<file path="src/verilog/rlc_pkg.sv">
// constants, types and helpers for the lane 0 repeater configuration block
package rlc_pkg;

    // ==========================================
    // register map
    localparam logic [7:0] RLC_ADDR_IDLE_TERM = 8'h0E;
    localparam logic [7:0] RLC_ADDR_EQ        = 8'h0F;
    localparam logic [7:0] RLC_ADDR_SWING     = 8'h10;

    localparam logic [7:0] RLC_RST_IDLE_TERM  = 8'h00;
    localparam logic [7:0] RLC_RST_EQ         = 8'h2F;
    localparam logic [7:0] RLC_RST_SWING      = 8'hAD;
    localparam logic [7:0] RLC_RDATA_NONE     = 8'h00;

    // ==========================================
    // field positions
    localparam int RLC_IDLE_AUTO_BIT = 5;
    localparam int RLC_IDLE_SEL_BIT  = 4;
    localparam int RLC_DET_LSB       = 2;
    localparam int RLC_SCP_BIT       = 7;
    localparam int RLC_MODE_BIT      = 6;
    localparam int RLC_SWING_LSB     = 0;

    // ==========================================
    // receiver detect field encodings
    typedef enum logic [1:0] {
        RLC_DET_HIZ       = 2'h0,
        RLC_DET_LIMITED   = 2'h1,
        RLC_DET_UNLIMITED = 2'h2,
        RLC_DET_FIXED_50  = 2'h3
    } rlc_det_type;

    // ==========================================
    // timing
    localparam int RLC_CLOCK_HZ          = 10_000_000;
    localparam int RLC_RETRY_INTERVAL_MS = 12;
    localparam int RLC_RETRY_CYCLES      = RLC_CLOCK_HZ / 1000 * RLC_RETRY_INTERVAL_MS;
    localparam int RLC_TICK_W            = 17;
    localparam logic [5:0] RLC_RETRY_LIMIT = 6'd50;

    // ==========================================
    // output swing decode
    localparam logic [10:0] RLC_SWING_BASE_MV = 11'd700;
    localparam logic [10:0] RLC_SWING_STEP_MV = 11'd100;

    // ==========================================
    // carriers
    typedef struct packed {
        logic [7:0] idle_term;
        logic [7:0] eq;
        logic [7:0] swing;
    } rlc_cfg_type;

    typedef struct packed {
        logic        mute;
        logic        gen12_mode;
        logic        short_protect;
        logic [2:0]  swing_code;
        logic [10:0] swing_mv;
        logic [7:0]  eq_level;
    } rlc_lane_out_type;

    // millivolts for a swing code
    function automatic logic [10:0] rlc_swing_mv(input logic [2:0] code);
        rlc_swing_mv = RLC_SWING_BASE_MV + RLC_SWING_STEP_MV * {8'h00, code};
    endfunction

endpackage

</file>
<file path="src/verilog/rlc_detect_seq.sv">
// receiver detect sequencer: termination and retry probing for one lane
`timescale 1ns/1ps
module rlc_detect_seq
    import rlc_pkg::*;
(
    input  wire logic        clock,
    input  wire logic        rst_n,
    input  wire logic        tick,
    input  wire rlc_det_type det_mode,
    input  wire logic        probe_hit,
    output logic             probe_pulse,
    output logic             term_50,
    output logic             detected
);

    typedef enum logic [2:0] {
        RLC_SEQ_HIZ,
        RLC_SEQ_PROBE,
        RLC_SEQ_FOUND,
        RLC_SEQ_STOPPED,
        RLC_SEQ_FIXED
    } rlc_seq_type;

    typedef struct packed {
        rlc_seq_type st;
        rlc_det_type mode;
        logic [5:0]  attempts;
        logic        probe;
        logic        term;
    } rlc_seq_state_type;

    rlc_seq_state_type q;
    rlc_seq_state_type d;

    // next state of the sequence
    always_comb begin
        d = q;
        d.probe = 1'b0;
        if (det_mode != q.mode) begin
            // a new field value restarts the whole sequence
            d.mode     = det_mode;
            d.attempts = 6'd0;
            unique case (det_mode)
                RLC_DET_HIZ:      d.st = RLC_SEQ_HIZ;
                RLC_DET_FIXED_50: d.st = RLC_SEQ_FIXED;
                default:          d.st = RLC_SEQ_PROBE;
            endcase
        end else begin
            unique case (q.st)
                RLC_SEQ_PROBE: begin
                    if (probe_hit) begin
                        d.st = RLC_SEQ_FOUND;
                    end else if (tick) begin
                        if (q.mode == RLC_DET_LIMITED && q.attempts == RLC_RETRY_LIMIT) begin
                            d.st = RLC_SEQ_STOPPED;
                        end else begin
                            d.probe = 1'b1;
                            if (q.attempts != RLC_RETRY_LIMIT) begin
                                d.attempts = q.attempts + 6'd1;
                            end
                        end
                    end
                end
                RLC_SEQ_HIZ, RLC_SEQ_FOUND, RLC_SEQ_STOPPED, RLC_SEQ_FIXED: begin
                    d.st = q.st;
                end
            endcase
        end
        // termination is high impedance until detection or fixed mode
        d.term = (d.st == RLC_SEQ_FOUND) || (d.st == RLC_SEQ_FIXED);
    end

    // state register
    always_ff @(posedge clock or negedge rst_n) begin
        if (!rst_n) begin
            q <= '{st: RLC_SEQ_HIZ, mode: RLC_DET_HIZ, attempts: 6'd0, probe: 1'b0, term: 1'b0};
        end else begin
            q <= d;
        end
    end

    assign probe_pulse = q.probe;
    assign term_50     = q.term;
    assign detected    = (q.st == RLC_SEQ_FOUND);

endmodule

</file>
<file path="src/verilog/rlc_lane0_regs.sv">
// lane 0 configuration registers of an eight-lane serial repeater
// ==========================================
// Overview of operation
// - With idle-auto set the mute state comes from idle-select, otherwise from input signal detection.
// - Under register idle control, idle-select 1 mutes the output and 0 keeps it active.
// - Detect field 00 holds the input termination at high impedance with no probing.
// - Detect field 01 probes every 12 ms for 50 tries (600 ms), then stops; 50 ohm once detected.
// - Detect field 10 probes every 12 ms without limit; 50 ohm once detected.
// - Detect field 11 presents a fixed 50 ohm termination without probing.
// - Under register detect control, the register field wins over the detect pin.
// - An 8-bit equalizer level with 256 settings resets to 0x2F.
// - Swing register bit 7 enables short-circuit protection; the register resets to 0xAD.
// - Bit 6 of the swing register selects Gen-1/2 (1) or Gen-3 (0) and overrides the mode pin while the global mode override is set.
// - The swing code maps to 0.7 V at 000 up to 1.4 V at 111 in 0.1 V steps; 101 gives 1.2 V.
// - Per-lane idle control applies only while the global idle override is set.
// - Per-lane detect control applies only while the global detect override is set.
`timescale 1ns/1ps
module rlc_lane0_regs
    import rlc_pkg::*;
#(
    parameter int RETRY_CYCLES = RLC_RETRY_CYCLES
)
(
    input  wire logic        clock,
    input  wire logic        rst_n,
    // register port
    input  wire logic [7:0]  reg_addr,
    input  wire logic        reg_wr_en,
    input  wire logic [7:0]  reg_wdata,
    input  wire logic        reg_rd_en,
    output logic [7:0]       reg_rdata,
    // global override bits
    input  wire logic        global_idle_register_control,
    input  wire logic        global_detect_register_control,
    input  wire logic        global_mode_register_control,
    // pins and analog status, asynchronous
    input  wire logic        signal_detect_async,
    input  wire logic [1:0]  detect_pin_mode_async,
    input  wire logic        mode_pin_gen12_async,
    input  wire logic        far_end_hit_async,
    // lane controls
    output logic             lane0_output_mute,
    output logic             lane0_input_term_50,
    output logic             lane0_probe_pulse,
    output logic             lane0_receiver_detected,
    output logic             lane0_gen12_mode,
    output logic             lane0_short_protect,
    output logic [2:0]       lane0_output_swing_level,
    output logic [10:0]      lane0_output_swing_mv,
    output logic [7:0]       lane0_equalizer_level
);

    // ==========================================
    // state

    typedef struct packed {
        logic [1:0] first;
        logic [1:0] second;
    } rlc_sync2_type;

    typedef struct packed {
        rlc_cfg_type             cfg;
        logic [7:0]              rdata;
        logic                    sd_s1;
        logic                    sd_s2;
        logic                    hit_s1;
        logic                    hit_s2;
        logic                    mode_s1;
        logic                    mode_s2;
        rlc_sync2_type           det_pin;
        logic [1:0]              det_pin_prev;
        logic [RLC_TICK_W-1:0]   tick_cnt;
        logic                    tick;
        rlc_det_type             det_mode;
        rlc_lane_out_type        lane;
    } rlc_top_state_type;

    // swing code field of the swing register, decoded in several places
    function automatic logic [2:0] rlc_swing_code(input logic [7:0] r);
        rlc_swing_code = r[RLC_SWING_LSB +: 3];
    endfunction

    localparam logic [RLC_TICK_W-1:0] TICK_LAST = RLC_TICK_W'(RETRY_CYCLES - 1);

    localparam rlc_top_state_type RESET_STATE = '{
        cfg:      '{idle_term: RLC_RST_IDLE_TERM, eq: RLC_RST_EQ, swing: RLC_RST_SWING},
        rdata:    RLC_RDATA_NONE,
        sd_s1:    1'b0,
        sd_s2:    1'b0,
        hit_s1:   1'b0,
        hit_s2:   1'b0,
        mode_s1:  1'b0,
        mode_s2:  1'b0,
        det_pin:  '{first: 2'h0, second: 2'h0},
        det_pin_prev: 2'h0,
        tick_cnt: '0,
        tick:     1'b0,
        det_mode: RLC_DET_HIZ,
        lane:     '{mute: 1'b0, gen12_mode: RLC_RST_SWING[RLC_MODE_BIT],
                    short_protect: RLC_RST_SWING[RLC_SCP_BIT],
                    swing_code: rlc_swing_code(RLC_RST_SWING),
                    swing_mv: rlc_swing_mv(rlc_swing_code(RLC_RST_SWING)),
                    eq_level: RLC_RST_EQ}
    };

    rlc_top_state_type q;
    rlc_top_state_type d;

    logic              seq_probe;
    logic              seq_term;
    logic              seq_detected;

    // ==========================================
    // next state

    always_comb begin
        d = q;

        // two-stage synchronisers for everything from outside the clock
        d.sd_s1          = signal_detect_async;
        d.sd_s2          = q.sd_s1;
        d.hit_s1         = far_end_hit_async;
        d.hit_s2         = q.hit_s1;
        d.mode_s1        = mode_pin_gen12_async;
        d.mode_s2        = q.mode_s1;
        d.det_pin.first  = detect_pin_mode_async;
        d.det_pin.second = q.det_pin.first;
        d.det_pin_prev   = q.det_pin.second;

        // register writes; reserved bits are stored as written
        if (reg_wr_en) begin
            unique case (reg_addr)
                RLC_ADDR_IDLE_TERM: d.cfg.idle_term = reg_wdata;
                RLC_ADDR_EQ:        d.cfg.eq        = reg_wdata;
                RLC_ADDR_SWING:     d.cfg.swing     = reg_wdata;
                default:            d.cfg           = q.cfg;     // unmapped writes ignored
            endcase
        end

        // register reads, unmapped offsets read zero
        if (reg_rd_en) begin
            unique case (reg_addr)
                RLC_ADDR_IDLE_TERM: d.rdata = q.cfg.idle_term;
                RLC_ADDR_EQ:        d.rdata = q.cfg.eq;
                RLC_ADDR_SWING:     d.rdata = q.cfg.swing;
                default:            d.rdata = RLC_RDATA_NONE;
            endcase
        end

        // free-running retry interval timer
        if (q.tick_cnt == TICK_LAST) begin
            d.tick_cnt = '0;
            d.tick     = 1'b1;
        end else begin
            d.tick_cnt = q.tick_cnt + 1'b1;
            d.tick     = 1'b0;
        end

        // detect mode source: register field or detect pin; the pin code is taken only
        // once two samples agree, so skew between its two bits cannot pass a false code
        if (global_detect_register_control) begin
            d.det_mode = rlc_det_type'(q.cfg.idle_term[RLC_DET_LSB +: 2]);
        end else if (q.det_pin.second == q.det_pin_prev) begin
            d.det_mode = rlc_det_type'(q.det_pin.second);
        end

        // output idle: register select only when both controls allow it
        if (global_idle_register_control && q.cfg.idle_term[RLC_IDLE_AUTO_BIT]) begin
            d.lane.mute = q.cfg.idle_term[RLC_IDLE_SEL_BIT];
        end else begin
            d.lane.mute = !q.sd_s2;
        end

        // rate mode: register bit or mode pin
        if (global_mode_register_control) begin
            d.lane.gen12_mode = q.cfg.swing[RLC_MODE_BIT];
        end else begin
            d.lane.gen12_mode = q.mode_s2;
        end

        // swing, protection and equalizer settings
        d.lane.short_protect = q.cfg.swing[RLC_SCP_BIT];
        d.lane.swing_code    = rlc_swing_code(q.cfg.swing);
        d.lane.swing_mv      = rlc_swing_mv(rlc_swing_code(q.cfg.swing));
        d.lane.eq_level      = q.cfg.eq;
    end

    // ==========================================
    // state register

    always_ff @(posedge clock or negedge rst_n) begin
        if (!rst_n) begin
            q <= RESET_STATE;
        end else begin
            q <= d;
        end
    end

    // ==========================================
    // receiver detect sequencer

    rlc_detect_seq u_detect_seq (
        .clock       (clock),
        .rst_n       (rst_n),
        .tick        (q.tick),
        .det_mode    (q.det_mode),
        .probe_hit   (q.hit_s2),
        .probe_pulse (seq_probe),
        .term_50     (seq_term),
        .detected    (seq_detected)
    );

    // ==========================================
    // outputs

    assign reg_rdata                = q.rdata;
    assign lane0_output_mute        = q.lane.mute;
    assign lane0_input_term_50      = seq_term;
    assign lane0_probe_pulse        = seq_probe;
    assign lane0_receiver_detected  = seq_detected;
    assign lane0_gen12_mode         = q.lane.gen12_mode;
    assign lane0_short_protect      = q.lane.short_protect;
    assign lane0_output_swing_level = q.lane.swing_code;
    assign lane0_output_swing_mv    = q.lane.swing_mv;
    assign lane0_equalizer_level    = q.lane.eq_level;

endmodule

</file>
<file path="config.mk">
export PLATFORM = sky130hd
export DESIGN_NAME = rlc_lane0_regs
export DESIGN_NICKNAME = d
export VERILOG_FILES = /design/src/verilog/rlc_pkg.sv /design/src/verilog/rlc_detect_seq.sv /design/src/verilog/rlc_lane0_regs.sv
export SDC_FILE = /design/constraint.sdc
export NUM_CORES = 1
export LEC_CHECK = 0
export BUFFER_PORTS_ARGS = -buffer_cell sky130_fd_sc_hd__buf_2
export CORE_MARGIN = 2
export CORE_UTILIZATION = 60
export CTS_CLUSTER_DIAMETER = 150
export DETAILED_ROUTE_END_ITERATION = 8
export GPL_TIMING_DRIVEN = 0
export PLACE_DENSITY = 0.87
export SYNTH_ARGS = -nofsm -noshare
export SYNTH_HDL_FRONTEND = slang
export SYNTH_HIERARCHICAL = 1
export SYNTH_SLANG_ARGS = --single-unit
</file>
<file path="constraint.sdc">
create_clock -name clock -period 4.15 [get_ports clock]
set_input_delay 0.83 -clock clock [delete_from_list [all_inputs] [get_ports clock]]
set_output_delay 0.83 -clock clock [all_outputs]
set_load 0.03 [all_outputs]
</file>
==> run summary <==
Outcome = completed
Final nets = 494
Depth of the most critical reg-to-reg path = 4
Placed insts = 540
Critical path's slowest cell = mux2_2
I/O pins = 64
Distinct cells, synth = 54
Pwr dens = 366 mW/mm²
Worst Setup End Kind = register
Fin. max-slew vios = 0
Placed cell area = 0.00498 mm²
Worst Hold Depth = 0
Leak pwr = 2.43 nW
Via Count = 2969
Worst reg2reg startpoint = u_detect_seq/q[4]$_DFFE_PN0P_
Setup violations, final = 0
CP max FO = 10
TritonCTS clock tree = yes
Worst skew pair latency = 0.37 ns
DRC viols = 0
Max Clk Rate = 480 MHz
Floorplan core area = 0.00729 mm²
DR vias/cell = 5.34
Worst slew margin = 54.4%
Seq pwr share = 56.2%
Starting Density = 62.0%
CTS buffer count = 9
Yosys Warn Count = 6
Int Pwr = 1.36 mW
Cell area after synthesis = 0.00452 mm²
Most frequent cells in the layout = dfrtp_1 (78), buf_2 (62), buf_4 (32), nor2_1 (31), mux2_2 (25)
Die area = 0.00824 mm²
Clock root cell = clkbuf_8
Largest net degree at the start of global routing = 76
Critical path's largest stage delay = 0.36 ns
Final ANT Viol Nets = 0
Cell Rows = 31
Vias in the first global route = 2885
All-Layer GR Usage = 20.0%
Buffers on Ports = 60
Post-synth EDFFs = 0
Routability cong. = 0.851
Die height = 90.8 µm
Area leader, netlist = dfrtp_1
Worst-margin pin slew = 0.680 ns
Final hold vios = 0
Die width = 90.8 µm
CTS max path bufs = 2
H-tree level count = 3
TritonRoute pass-1 iters = 4
Crit path time final = 2.08 ns
Clock slew at reported path FFs = 0.10 ns
# diodes = 0
Critical Path Source Type = primary input
Layout Cells excl Fill = 556
WL final = 7910 µm
Gate Count Post-Synth = 379
Clock power share = 30.6%
Postcts setup bufs = 0
Layout area overhead = 14.2%
Dpl hpwl = 5380 µm
Final TNS setup = 0 ns
Layout cells sized above 1 = 37.9%
Per-cell routed wire length = 14.2 µm
Worst min path class = reg -> reg
Resize count post-CTS = 0
Synth area leaders = dfrtp_1 (43%), dfstp_2 (13%), mux2_2 (6.2%), buf_4 (5.1%), ha_1 (3.9%)
Initial antenna violation count = 0
RSZ-0062 raised after global routing = false
Hold Path End = d[46]$_DFF_PN0_
Setup Crit Path Kind = in -> reg
First-pass GRT wire length = 13200 µm
Switching Fraction = 27.8%
GRT overflow = 0
Period utilisation layout = 50.2%
Syn avg cell area = 11.9 µm²
Sequential fraction of the synthesis area = 56.0%
Crit-path most repeated cell = buf_2
Synth Flop Type = dfrtp_1
Peak VDD IR = 0.235 mV
Sink Count = 100
Combinational power share = 13.2%
Hold Buf Count CTS = 0
Design area = 0.00516 mm²
Commonest non-fill, non-tap cell in the layout = dfrtp_1
CP Cell Sequence = buf_2, nor4_1, and2_1, buf_2, and3_1, buf_2, mux2_2
RR Endpoint = u_detect_seq/term_50$_DFF_PN0_
Initial detailed-routing violation count = 130
Critical path arrival = 2.34 ns
Setup Skew = 0.0115 ns
Synth async-reset ratio = 100%
Req. time, crit path = 4.41 ns
NetSw = 526 µW
Final Util = 70.8%
MaxCap Viol Count = 0
Seq cells post-synth = 100
Hold Crit Start = d[48]$_DFF_PN0_
Post-synth top area share = 43.2%
R2r setup slk = 2.22 ns
==> final cells by class <==
type / instances / area, µm²
multi-input cells: 222 / 1630
well taps: 99 / 124
clock buffers: 9 / 124
clock inverters: 7 / 58.8
repair buffers: 61 / 330
inverters: 18 / 67.6
flip-flops and latches: 100 / 2530
plain buffers: 40 / 293
fillers: 525 / 2130
==> through the flow <==
| stage | hold slack (ns) | setup slack (ns) | total power, mW |
|---|---|---|---|
| after floorplan | 0.331 | 2.01 | 1.25 |
| after global placement | 0.332 | 1.34 | 1.32 |
| after detailed placement | 0.336 | 1.70 | 1.33 |
| after CTS | 0.359 | 2.08 | 1.90 |
| after global routing | 0.364 | 1.99 | 1.97 |
| final | 0.358 | 2.07 | 1.89 |
==> cell families (layout without fill, tap and decap cells) <==
group	Yosys count	count (layout)	share of synthesized area, %
compound gates	42	42	6.06
xor+xnor	23	23	4.46
fa+ha+maj	14	14	3.88
buf+inv	58	135	7.97
flops	100	100	56.0
mux	36	36	8.67
other cells	1	2	0.0830
simple gates	105	105	12.9
==> how the worst max path moves through the flow <==
stage / endpoint / slack (ns) / cells after the start / startpoint
floorplan: d[20]$_DFFE_PN0P_ / 2.01 / 6 / reg_addr[0]
global route: lane0_receiver_detected / 1.99 / 2 / u_detect_seq/q[10]$_DFF_PN0_
finish: q[71]$_DFFE_PN0P_ / 2.07 / 7 / reg_addr[0]
detailed placement: q[71]$_DFFE_PN0P_ / 1.70 / 7 / reg_addr[0]
global placement: lane0_output_swing_mv[9]$_DFF_PN0_ / 1.34 / 1 / rst_n
CTS: q[71]$_DFFE_PN0P_ / 2.08 / 7 / reg_addr[0]
==> layer usage <==
metal  GRT usage [%]  share of wire [%]  vias up
li1                -                  -     1417
met1            25.6                 45     1469
met2            32.9                 49       66
met3            4.09                3.6       17
met4            9.60                2.4        0
met5               0                  0        -
==> worst max-delay path, delay by kind of cell <==
family	cells	cell delay [ns]
AND/OR/NAND/NOR	3	0.57
buffers and inverters	3	0.57
multiplexers	1	0.36
==> cell usage after synthesis, types with 2 or more instances <==
library cell / number
a221oi_2: 2
buf_2: 3
a211oi_1: 2
or2_1: 4
nor3b_1: 2
buf_6: 3
mux2i_1: 11
nand2_1: 19
dfstp_2: 22
mux2_2: 25
nor3_1: 7
nand3_1: 6
xnor2_1: 13
ha_1: 14
nor4_1: 7
inv_1: 18
dfrtp_1: 78
o21ai_0: 6
o31ai_1: 3
nand3b_1: 2
or4_4: 2
buf_4: 31
and2_1: 2
nor2_1: 31
xor2_1: 10
nand4_1: 4
nand4b_1: 2
o22ai_1: 8
a21oi_1: 14
nand4bb_1: 2
a21oi_2: 2
clkbuf_1: 2
==> power by group through the flow <==
stage / registers (mW) / clock network (mW) / logic, mW
final: 1.06 / 0.577 / 0.250
after global routing: 1.07 / 0.635 / 0.273
after CTS: 1.06 / 0.587 / 0.251
after detailed placement: 1.08 / 0 / 0.250
after global placement: 1.08 / 0 / 0.240
after floorplan: 1.08 / 0 / 0.165
==> sequential cells by signal, indices dropped and copies added, names as in the netlist <==
register,flops
q,37
lane0_output_swing_level,3
d,19
lane0_output_swing_mv,9
lane0_gen12_mode,1
u_detect_seq/term_50,1
lane0_short_protect,1
u_detect_seq/q,11
lane0_equalizer_level,8
lane0_output_mute,1
reg_rdata,8
u_detect_seq/probe_pulse,1
(Power assumes the default switching activity.)
